==> src/logic/osr_map.svh <==
`ifndef OSR_MAP_SVH
`define OSR_MAP_SVH

`define OSR_LOCK_TX_CYCLES 10'd512
`define OSR_CH_UP_TX_CYCLES 7'd63
`define OSR_SYNC_TX_CYCLES 3'd4
`define OSR_SYNC_FRAME 12'h03F
`define OSR_START_BIT 1'b1
`define OSR_STOP_BIT 1'b0
`define OSR_SEL_ALL 4'h8
`define OSR_SEL_RESET 4'hF
`define OSR_PRBS_SEED 15'h7FFF

`define OSR_ADDR_STATUS 4'h0
`define OSR_ADDR_CTRL 4'h4
`define OSR_CTRL_RESET 32'h000000FF
`define OSR_ST_LOCKED 0
`define OSR_ST_LIVE_LSB 8
`define OSR_ST_SYNC_LSB 16
`define OSR_ST_TEST 24
`define OSR_RESP_OKAY 2'h0
`define OSR_RESP_SLVERR 2'h2

`endif

==> src/logic/osr_pkg.sv <==
`default_nettype none
package osr_pkg;
	typedef logic [9:0] osr_word_t;
	typedef logic [11:0] osr_frame_t;
	typedef struct packed {
		logic       tx_clock;
		logic       driver_enable;
		logic       master_sleep_n;
		logic       supply_good;
		logic       self_test_activate;
		logic [3:0] self_test_select;
		logic [7:0] channel_sleep_n;
		logic [7:0] sync_request;
	} osr_pins_t;
	typedef struct packed {
		logic [14:0] state;
		logic [9:0]  bits;
	} osr_prbs_t;
	typedef enum {OSR_REG_STATUS, OSR_REG_CTRL, OSR_REG_NONE} osr_reg_t;
endpackage
`default_nettype wire

==> src/logic/osr_serializer.sv <==
`include "osr_map.svh"
`default_nettype none
module osr_serializer #(
	parameter int CHANNELS = 8
) (
	input  wire logic                          i_clock,
	input  wire logic                          i_rstn,
	input  wire osr_pkg::osr_pins_t            i_pins,
	input  wire osr_pkg::osr_word_t [7:0]      i_parallel_word_in,
	output var osr_pkg::osr_frame_t [7:0]      o_serial_out,
	output logic [7:0]                         o_serial_oe_n,
	output logic                               o_frame_strobe,
	input  wire logic [3:0]                    i_s_axi_awaddr,
	input  wire logic                          i_s_axi_awvalid,
	output logic                               o_s_axi_awready,
	input  wire logic [31:0]                   i_s_axi_wdata,
	input  wire logic [3:0]                    i_s_axi_wstrb,
	input  wire logic                          i_s_axi_wvalid,
	output logic                               o_s_axi_wready,
	output logic [1:0]                         o_s_axi_bresp,
	output logic                               o_s_axi_bvalid,
	input  wire logic                          i_s_axi_bready,
	input  wire logic [3:0]                    i_s_axi_araddr,
	input  wire logic                          i_s_axi_arvalid,
	output logic                               o_s_axi_arready,
	output logic [31:0]                        o_s_axi_rdata,
	output logic [1:0]                         o_s_axi_rresp,
	output logic                               o_s_axi_rvalid,
	input  wire logic                          i_s_axi_rready
);
	import osr_pkg::*;

	function automatic osr_reg_t osr_decode(input logic [3:0] addr);
		case (addr)
			`OSR_ADDR_STATUS: osr_decode = OSR_REG_STATUS;
			`OSR_ADDR_CTRL:   osr_decode = OSR_REG_CTRL;
			default:          osr_decode = OSR_REG_NONE;
		endcase
	endfunction

	function automatic logic [7:0] osr_test_mask(input logic act, input logic [3:0] sel);
		logic [7:0] m;
		m = 8'h00;
		if (act) begin
			if (sel == `OSR_SEL_ALL) begin
				m = 8'hFF;
			end else if (sel < `OSR_SEL_ALL) begin
				m[sel[2:0]] = 1'b1;
			end
		end
		// codes above eight leave the mask empty
		return m;
	endfunction

	function automatic osr_prbs_t osr_prbs_step(input logic [14:0] s);
		osr_prbs_t r;
		logic [14:0] t;
		t = s;
		r.bits = 10'h000;
		for (int i = 0; i < 10; i++) begin
			r.bits[i] = t[14];
			t = {t[13:0], t[14] ^ t[13]};
		end
		r.state = t;
		return r;
	endfunction

	// two-stage capture of every pin; select resets to ones like its pull-up
	osr_pins_t            pins1_q;
	osr_pins_t            pins2_q;
	osr_word_t [7:0]      word1_q;
	osr_word_t [7:0]      word2_q;
	logic                 txc_prev_q;
	logic                 tx_rise;

	always_ff @(posedge i_clock) begin
		if (!i_rstn) begin
			pins1_q <= '0;
			pins2_q <= '0;
			pins1_q.self_test_select <= `OSR_SEL_RESET;
			pins2_q.self_test_select <= `OSR_SEL_RESET;
		end else begin
			pins1_q <= i_pins;
			pins2_q <= pins1_q;
		end
	end

	// data passes the same two stages as the clock, so a word stays aligned to its edge
	always_ff @(posedge i_clock) begin
		if (!i_rstn) begin
			word1_q <= '0;
			word2_q <= '0;
		end else begin
			word1_q <= i_parallel_word_in;
			word2_q <= word1_q;
		end
	end

	always_ff @(posedge i_clock) begin
		if (!i_rstn) begin
			txc_prev_q <= 1'b0;
		end else begin
			txc_prev_q <= pins2_q.tx_clock;
		end
	end

	assign tx_rise = pins2_q.tx_clock & ~txc_prev_q;

	// shared lock timer; cleared by sleep or missing supply
	logic [9:0] lock_cnt_q;
	logic       locked_q;
	logic       core_on;

	assign core_on = pins2_q.master_sleep_n & pins2_q.supply_good;

	always_ff @(posedge i_clock) begin
		if (!i_rstn || !core_on) begin
			lock_cnt_q <= 10'h000;
			locked_q   <= 1'b0;
		end else if (tx_rise && !locked_q) begin
			lock_cnt_q <= lock_cnt_q + 10'h001;
			locked_q   <= (lock_cnt_q + 10'h001) == `OSR_LOCK_TX_CYCLES;
		end
	end

	// free-running test pattern, ten steps per transmit cycle
	logic [14:0] prbs_q;
	osr_prbs_t   prbs_next;

	assign prbs_next = osr_prbs_step(prbs_q);

	always_ff @(posedge i_clock) begin
		if (!i_rstn) begin
			prbs_q <= `OSR_PRBS_SEED;
		end else if (tx_rise) begin
			prbs_q <= prbs_next.state;
		end
	end

	logic [7:0] test_mask;
	assign test_mask = osr_test_mask(pins2_q.self_test_activate, pins2_q.self_test_select);

	// software channel mask, ANDed with the sleep pins
	logic [31:0] ctrl_q;

	logic [7:0] ch_on;
	logic [7:0] ch_ready;
	logic [7:0] sync_on;
	osr_frame_t [7:0] frame_q;
	logic [7:0] oe_n_q;
	logic       strobe_q;

	generate
		for (genvar c = 0; c < CHANNELS; c++) begin : g_ch
			logic [6:0] up_cnt_q;
			logic [2:0] sync_cnt_q;

			assign ch_on[c] = locked_q & pins2_q.channel_sleep_n[c] & ctrl_q[c];
			assign ch_ready[c] = (up_cnt_q == `OSR_CH_UP_TX_CYCLES);
			assign sync_on[c] = (sync_cnt_q == `OSR_SYNC_TX_CYCLES);

			always_ff @(posedge i_clock) begin
				if (!i_rstn || !ch_on[c]) begin
					up_cnt_q <= 7'h00;
				end else if (tx_rise && !ch_ready[c]) begin
					up_cnt_q <= up_cnt_q + 7'h01;
				end
			end

			// falling request clears at once, so data resumes next edge
			always_ff @(posedge i_clock) begin
				if (!i_rstn || !pins2_q.sync_request[c]) begin
					sync_cnt_q <= 3'h0;
				end else if (tx_rise && !sync_on[c]) begin
					sync_cnt_q <= sync_cnt_q + 3'h1;
				end
			end

			always_ff @(posedge i_clock) begin
				if (!i_rstn) begin
					frame_q[c] <= '0;
				end else if (tx_rise) begin
					if (sync_on[c]) begin
						frame_q[c] <= `OSR_SYNC_FRAME;
					end else if (test_mask[c]) begin
						frame_q[c] <= {`OSR_STOP_BIT, prbs_next.bits, `OSR_START_BIT};
					end else begin
						frame_q[c] <= {`OSR_STOP_BIT, word2_q[c], `OSR_START_BIT};
					end
				end
			end

			// state keeps running while floated, so enable returns it unchanged
			always_ff @(posedge i_clock) begin
				if (!i_rstn) begin
					oe_n_q[c] <= 1'b1;
				end else begin
					oe_n_q[c] <= ~(pins2_q.driver_enable & core_on & ch_on[c] & ch_ready[c]);
				end
			end
		end
	endgenerate

	always_ff @(posedge i_clock) begin
		if (!i_rstn) begin
			strobe_q <= 1'b0;
		end else begin
			strobe_q <= tx_rise;
		end
	end

	assign o_serial_out   = frame_q;
	assign o_serial_oe_n  = oe_n_q;
	assign o_frame_strobe = strobe_q;

	// register slave: one write and one read in flight
	logic        awready_q;
	logic        wready_q;
	logic        aw_got_q;
	logic        w_got_q;
	logic [3:0]  awaddr_q;
	logic [31:0] wdata_q;
	logic [3:0]  wstrb_q;
	logic        bvalid_q;
	logic [1:0]  bresp_q;
	logic        arready_q;
	logic        rvalid_q;
	logic [31:0] rdata_q;
	logic [1:0]  rresp_q;
	logic        wr_fire;
	logic        b_done;
	logic [31:0] status;

	assign wr_fire = aw_got_q & w_got_q & ~bvalid_q;
	assign b_done  = bvalid_q & i_s_axi_bready;

	always_ff @(posedge i_clock) begin
		if (!i_rstn) begin
			awready_q <= 1'b0;
			aw_got_q  <= 1'b0;
			awaddr_q  <= 4'h0;
		end else if (i_s_axi_awvalid && awready_q) begin
			awready_q <= 1'b0;
			aw_got_q  <= 1'b1;
			awaddr_q  <= i_s_axi_awaddr;
		end else if (b_done) begin
			aw_got_q  <= 1'b0;
			awready_q <= 1'b1;
		end else if (!aw_got_q) begin
			awready_q <= 1'b1;
		end
	end

	always_ff @(posedge i_clock) begin
		if (!i_rstn) begin
			wready_q <= 1'b0;
			w_got_q  <= 1'b0;
			wdata_q  <= 32'h00000000;
			wstrb_q  <= 4'h0;
		end else if (i_s_axi_wvalid && wready_q) begin
			wready_q <= 1'b0;
			w_got_q  <= 1'b1;
			wdata_q  <= i_s_axi_wdata;
			wstrb_q  <= i_s_axi_wstrb;
		end else if (b_done) begin
			w_got_q  <= 1'b0;
			wready_q <= 1'b1;
		end else if (!w_got_q) begin
			wready_q <= 1'b1;
		end
	end

	always_ff @(posedge i_clock) begin
		if (!i_rstn) begin
			bvalid_q <= 1'b0;
			bresp_q  <= `OSR_RESP_OKAY;
		end else if (wr_fire) begin
			bvalid_q <= 1'b1;
			bresp_q  <= (osr_decode(awaddr_q) == OSR_REG_NONE) ? `OSR_RESP_SLVERR
				: `OSR_RESP_OKAY;
		end else if (b_done) begin
			bvalid_q <= 1'b0;
		end
	end

	// only the low byte holds the mask; status is read-only
	always_ff @(posedge i_clock) begin
		if (!i_rstn) begin
			ctrl_q <= `OSR_CTRL_RESET;
		end else if (wr_fire && osr_decode(awaddr_q) == OSR_REG_CTRL && wstrb_q[0]) begin
			ctrl_q <= {24'h000000, wdata_q[7:0]};
		end
	end

	always_comb begin
		status = 32'h00000000;
		status[`OSR_ST_LOCKED] = locked_q;
		status[`OSR_ST_LIVE_LSB +: 8] = ~oe_n_q;
		status[`OSR_ST_SYNC_LSB +: 8] = sync_on;
		status[`OSR_ST_TEST] = |test_mask;
	end

	always_ff @(posedge i_clock) begin
		if (!i_rstn) begin
			arready_q <= 1'b0;
			rvalid_q  <= 1'b0;
			rdata_q   <= 32'h00000000;
			rresp_q   <= `OSR_RESP_OKAY;
		end else if (i_s_axi_arvalid && arready_q) begin
			arready_q <= 1'b0;
			rvalid_q  <= 1'b1;
			case (osr_decode(i_s_axi_araddr))
				OSR_REG_STATUS: begin
					rdata_q <= status;
					rresp_q <= `OSR_RESP_OKAY;
				end
				OSR_REG_CTRL: begin
					rdata_q <= ctrl_q;
					rresp_q <= `OSR_RESP_OKAY;
				end
				default: begin
					rdata_q <= 32'h00000000;
					rresp_q <= `OSR_RESP_SLVERR;
				end
			endcase
		end else if (rvalid_q && i_s_axi_rready) begin
			rvalid_q  <= 1'b0;
			arready_q <= 1'b1;
		end else if (!rvalid_q) begin
			arready_q <= 1'b1;
		end
	end

	assign o_s_axi_awready = awready_q;
	assign o_s_axi_wready  = wready_q;
	assign o_s_axi_bvalid  = bvalid_q;
	assign o_s_axi_bresp   = bresp_q;
	assign o_s_axi_arready = arready_q;
	assign o_s_axi_rvalid  = rvalid_q;
	assign o_s_axi_rdata   = rdata_q;
	assign o_s_axi_rresp   = rresp_q;

	logic [7:0] framed_ok;
	logic [7:0] sync_ok;
	always_comb begin
		for (int i = 0; i < 8; i++) begin
			framed_ok[i] = frame_q[i][0] & ~frame_q[i][11];
			sync_ok[i]   = ~sync_on[i] | (frame_q[i] == `OSR_SYNC_FRAME);
		end
	end
endmodule
`default_nettype wire

==> config.mk <==
export PLATFORM = sky130hd
export DESIGN_NAME = osr_serializer
export DESIGN_NICKNAME = d
export VERILOG_FILES = /design/src/logic/osr_pkg.sv /design/src/logic/osr_serializer.sv
export VERILOG_INCLUDE_DIRS = /design/src /design/src/logic
export SDC_FILE = /design/constraint.sdc
export NUM_CORES = 1
export LEC_CHECK = 0
export BUFFER_PORTS_ARGS = -buffer_cell sky130_fd_sc_hd__buf_4
export CAP_MARGIN = 25
export CORE_MARGIN = 2
export CORE_UTILIZATION = 23
export DETAILED_ROUTE_END_ITERATION = 8
export PLACE_DENSITY = 0.41
export SLEW_MARGIN = 10
export SYNTH_ARGS = -nofsm -noshare
export SYNTH_HDL_FRONTEND = slang
export SYNTH_SLANG_ARGS = --single-unit
export TNS_END_PERCENT = 50
==> constraint.sdc <==
create_clock -name i_clock -period 2.9 [get_ports i_clock]
set_input_delay 0.29 -clock i_clock [delete_from_list [all_inputs] [get_ports i_clock]]
set_output_delay 0.29 -clock i_clock [all_outputs]
set_load 0.01 [all_outputs]
# After elaboration in Yosys (flattened, before gate mapping)
# Cells that the tools add are included.
op_classes:
  addsub: 17
  magnitude_cmp: 3
  eq_ne: 26
  n_mux: 43
  n_bitwise: 60
  reduce_logical: 88
ops:
  columns: ["op", "n"]
  rows:
  - ["two-way mux 11 bit", 16]
  - ["two-way mux 32 bit", 5]
  - ["adder 7 x 1 -> 7 bit (second input constant)", 8]
  - ["equality test 7 x 6 -> 1 bit (second input constant)", 8]
  - ["one-hot mux 25 bit (2 select lines)", 1]
  - ["bitwise AND 1 bit", 38]
  - ["logical NOT 1 bit", 35]
  - ["equality test 32 x 1 -> 1 bit (second input constant)", 1]
  - ["equality test 32 x 2 -> 1 bit (second input constant)", 1]
  - ["equality test 32 x 3 -> 1 bit (second input constant)", 1]
  - ["logical NOT 32 bit", 1]
  - ["adder 3 x 1 -> 3 bit (second input constant)", 8]
  - ["equality test 3 bit (second input constant)", 8]
  - ["logical AND 1 bit", 24]
  - ["two-way mux 8 bit", 3]
  - ["logical OR 1 bit", 17]
  - ["two-way mux 1 bit", 13]
  - ["NOT 1 bit", 11]
  - ["adder 10 x 1 -> 10 bit (second input constant)", 1]
  - ["equality test 10 bit (second input constant)", 1]
  - ["XOR 1 bit", 10]
  - ["equality test 4 x 3 -> 1 bit (second input constant)", 2]
  - ["logical NOT 4 bit", 2]
  - ["NOT 8 bit", 1]
  - ["11 further kinds", 21]
word_totals:
  regBits: 486
  wordCells: 320

# Depth between registers and ports, before layout
logic_depth:
  depth_word: 9
  depth_mapped: 8

# Least setup slack after synthesis
# No wires, ideal clock.
synth_timing:
  path_type: "register -> register"
  from: "register txc_prev_q"
  to: "register lock_cnt_q[8]"
  arrival_time_ns: 1.504
  slack_ns: 1.269
  stages_incl_launch_ff: 6
  path_cell_list: "dfxtp_1 or3b_1 buf_6 or4_4 xor2_1 nor2_1"
synth_between:
  elab_chain_len: 3
synth_rtl:
  columns: ["element", "line", "rtl"]
  rows:
  - ["from (decl)", "osr_serializer.sv:73", "logic txc_prev_q;"]
  - ["from (signal assigned)", "osr_serializer.sv:103", "txc_prev_q <= pins2_q.tx_clock;"]
  - ["NOT 1 bit", "osr_serializer.sv:107", "assign tx_rise = pins2_q.tx_clock & ~txc_prev_q;"]
  - ["bitwise AND 1 bit", "osr_serializer.sv:107", null]
  - ["logical AND 1 bit", "osr_serializer.sv:120", "end else if (tx_rise && !locked_q) begin"]
  - ["to (signal assigned)", "osr_serializer.sv:121", "lock_cnt_q <= lock_cnt_q + 10'h001;"]
  - ["to (decl)", "osr_serializer.sv:110", "logic [9:0] lock_cnt_q;"]
# No other way between the ends.
# A chain may end at the register's enable or synchronous reset.

# Worst setup path in the final report
layout_timing:
  from: "input port i_s_axi_araddr[3]"
  to: "register rdata_q[0] (netlist: o_s_axi_rdata[0])"
layout_between:
  elab_chain_len: 6
layout_rtl:
  columns: ["element", "line", "rtl"]
  rows:
  - ["from (decl)", "osr_serializer.sv:23", "input wire logic [3:0] i_s_axi_araddr,"]
  - ["equality test 4 x 3 -> 1 bit / logical NOT 4 bit (equally long branches)", "osr_serializer.sv:34", "case (addr)"]
  - ["one-hot mux 2 bit (2 select lines) (*)", "osr_serializer.sv:34", null]
  - ["two-way mux 32 bit (*)", "osr_serializer.sv:309", "end else if (i_s_axi_arvalid && arready_q) begin"]
  - ["two-way mux 32 bit (*)", "osr_serializer.sv:304", "if (!i_rstn) begin"]
  - ["equality test 32 x 1 -> 1 bit / logical NOT 32 bit (equally long branches)", "osr_serializer.sv:312", "case (osr_decode(i_s_axi_araddr))"]
  - ["one-hot mux 25 bit (2 select lines) (*)", "osr_serializer.sv:312", null]
  - ["to (signal assigned)", "osr_serializer.sv:314", "rdata_q <= status;"]
  - ["to (signal assigned)", "osr_serializer.sv:318", "rdata_q <= ctrl_q;"]
  - ["to (decl)", "osr_serializer.sv:228", "logic [31:0] rdata_q;"]
# Mark *: on every way between the ends. The rest lies on a longest branch, timed or not. The select of a mux whose other input is x is not followed.

==> impl_metrics.py <==
metrics = {
    "synthesis": {
        "ys_seq_area_share_pct": 56.0,
        "synthesis.area_mm2": 0.0165,
        "synth_cells": 1649,
        "synth.distinct_cells": 50,
        "synth_top_area_share_pct": 56.0,
        "yosysMostFrequentCell": "dfxtp_1",
        "ys_async_sr_fraction_pct": 0,
        "ys_seq_elements": 462,
        "synth_common_cells": "dfxtp_1, and2_1, nand2_1",
        "ys_top_cells_by_area": "dfxtp_1, and2_1, mux2i_1",
        "synth_edf_count": 0,
        "synth.avg_cell_area_um2": 10.0,
        "synth.largest_area_cell": "dfxtp_1",
        "yosysWarnings": 0,
        "synth_ff_type": "dfxtp_1",
    },
    "critical_path": {
        "worstPathRequired_ns": 3.45,
        "r2r-end": "g_ch[1].up_cnt_q[5]$_SDFFE_PP0P_",
        "end_kind": "flip-flop",
        "cp_num_buf_inv": 4,
        "worstSetupStartpointType": "primary input",
        "rr_worst_depth": 4,
        "path_cells": "dlygate4sd3_1 -> buf_4 -> nor3_1 -> dlygate4sd3_1 -> nand3_1 -> a21boi_0 -> dlygate4sd3_1",
        "crit_slowest_cell": "dlygate4sd3_1",
        "crit_type": "primary input to flip-flop",
        "cp_common_cell": "dlygate4sd3_1",
        "critical-path-top-delay-family": "buffers and inverters",
        "slowest_delay_ns": 0.62,
        "arrival_ns": 2.67,
        "cp_max_fo": 4,
        "path_depth": 7,
        "r2r-start": "pins2_q[24]$_SDFF_PN0_",
        "r2r_slack_ns": 0.82,
    },
    "grt": {
        "globalRouteMet2Util_pct": 20.3,
        "grt_max_degree": 125,
        "grt-ovfl-total": 0,
        "grt_pass1_wl_mm": 71.8,
        "grtUsageTotal_pct": 12.3,
        "grt_antenna_before_repair": 5,
        "met1_usage_pct": 16.0,
        "grt.busiest_layer": "met2",
        "use_met3_pct": 3.10,
        "grt_pass1_vias": 12500,
    },
    "power": {
        "total_power_mw": 14.2,
        "swShare_pct": 22.9,
        "p_int_mw": 11.0,
        "p_sw_mw": 3.26,
        "pwr-share-comb_pct": 5.7,
        "leakage_nw": 9.33,
        "power_per_cell_area_mw_per_mm2": 634,
        "seq_power_share_pct": 46.9,
        "clkPwrFrac_pct": 47.4,
        "irDropWorstVdd_mv": 0.374,
    },
    "cells_and_area": {
        "final_area_mm2": 0.0224,
        "nets": 2194,
        "syn2layout_area_growth_pct": 35.8,
        "layout-drive-gt1-share_pct": 19.2,
        "num_antenna_cells": 0,
        "n_fill_cell": 7411,
    },
    "route": {
        "post_drt_wl_per_cell_um": 15.4,
        "wirelength_mm": 46.4,
        "drt-pass1-iter-count": 5,
        "vias_per_cell": 4.12,
        "drc": 0,
        "drt_iter0_drc": 528,
        "ant_nets": 0,
        "num_vias": 12400,
    },
    "clock_network": {
        "clock_sinks": 462,
        "path_clk_slew_ns": 0.06,
        "cts_buffers": 52,
        "cts_root_buf": "clkbuf_16",
        "cts_buffer_depth": 3,
        "htreeDepth": 2,
        "cts_tree": "built",
        "clock_latency_ns": 0.62,
        "cts_resized": 0,
    },
    "outcome": {
        "status": "finished clean",
    },
    "place": {
        "post-place-ws_ns": 0.823,
        "dp_hpwl_mm": 31.3,
        "post_dp_cell_area_mm2": 0.0194,
        "portBuffers": 257,
        "place.gp.congestion": 0.714,
    },
    "sta": {
        "period_needed_ns": 2.12,
        "worst_clock_skew_ns": 0.0566,
        "drv_slew": 0,
        "maxSlewHeadroom_pct": 42.3,
        "tns_ns": 0,
        "finalCritPeriodShare_pct": 73.2,
        "setup_viol": 0,
        "hold_ws_ns": 0.0419,
        "worstMarginPinSlew_ns": 0.864,
        "rsz0062_at_grt": "no",
        "finalHoldViolCount": 0,
        "fmax_ghz": 0.471,
        "finalWorstSetupSlack_ns": 0.777,
    },
    "worst_hold_path": {
        "min_to": "awaddr_q[3]$_SDFFE_PN0P_",
        "hold_class": "primary input to flip-flop",
        "min_from": "i_s_axi_awvalid",
        "hold_depth": 3,
    },
    "die": {
        "start_util_pct": 23.2,
        "die_h_um": 272,
        "row_count": 98,
        "dieArea_mm2": 0.0740,
        "die_w_um": 272,
        "core-area_mm2": 0.0714,
        "ios": 302,
    },
    "job": {
        "maxCapViolations": 0,
    },
}
## repair_timing
action | 4_1_cts | 5_1_grt
buffers inserted | 0 | 0
setup endpoints to repair | 0 | 0
hold buffers | 125 | 0
endpoints found under the hold margin | 122 | 0
## worst max path at each step
stage                                       end              startpoint
2_1_floorplan        lock_cnt_q[8]$_SDFFE_PP0P_   txc_prev_q$_SDFF_PN0_
3_3_place_gp         lock_cnt_q[8]$_SDFFE_PP0P_  pins2_q[24]$_SDFF_PN0_
3_5_place_dp         lock_cnt_q[8]$_SDFFE_PP0P_  pins2_q[24]$_SDFF_PN0_
4_1_cts        g_ch[2].up_cnt_q[5]$_SDFFE_PP0P_  pins2_q[24]$_SDFF_PN0_
5_1_grt           o_serial_out[92]$_SDFFE_PN0P_  pins2_q[24]$_SDFF_PN0_
6_report          o_s_axi_rdata[0]$_SDFFE_PN0P_       i_s_axi_araddr[3]
## metrics by stage
| step | instances | utilization, % |
|---|---|---|
| detailed placement | 2784 | 27.2 |
| CTS | 3006 | 31.4 |
| global placement | 2784 | 27.2 |
| finish | 3006 | 31.4 |
| global route | 3006 | 31.4 |
| floorplan | 1665 | - |
## registers in the layout, summed over array words and instances, names as in the netlist, 24 cells and up
signal,cells
o_serial_out,81
word1_q,80
word2_q,80
g_ch.up_cnt_q,56
o_s_axi_rdata,25
pins1_q,25
pins2_q,25
g_ch.sync_cnt_q,24
## power groups by stage
stage	combinational [mW]	clock, mW	sequential (mW)
floorplan	0.370	0	6.76
global placement	0.686	0	6.81
detailed placement	0.693	0	6.81
CTS	0.831	6.99	6.67
global route	0.898	7.27	6.69
finish	0.810	6.74	6.67
## area by class of cell
class                      instances  area, µm²  area share (%)
sequential                       462       9250            41.2
multi-input combinational       1064       6700            29.9
timing repair buffer             409       3430            15.3
clock buffer                      73       1490            6.64
tap                              950       1190            5.30
clock inverter                    24        294            1.31
inverter                          24       90.1           0.401
## cells in the final DEF (no fill, tap or decap), drive strengths merged, types with 25 or more instances in the layout
master / instances
xor2: 38
buf: 283
nand2: 159
nand3: 52
clkbuf: 74
o21ai: 98
dlygate4sd3: 125
mux2i: 91
dfxtp: 462
inv: 25
and2: 217
a21oi: 73
ha: 25
nor2: 76
## worst min-delay path, delay by kind of cell
| family | cells | cell delay (ns) |
|---|---|---|
| AO/OA/AOI/OAI | 1 | 0.07 |
| buffers and inverters | 1 | 0.13 |
| AND/OR/NAND/NOR | 1 | 0.08 |
## metal layers
metal  wire length [µm]  up-vias
li1                   -     6251
met1              21600     5791
met2              21100      257
met3               2430       80
met4               1090       10
met5                 62        -
## cell families after synthesis
group,count (synthesis),share of synthesized area [%]
multiplexers,96,5.85
AO/OA/AOI/OAI,266,9.86
flip-flops,462,56.0
XOR/XNOR,62,3.29
AND/OR/NAND/NOR,598,19.2
buffers and inverters,139,3.93
other,1,0.0227
adder cells (fa/ha/maj),25,1.89
No activity file was read; power rests on OpenSTA's default activity.
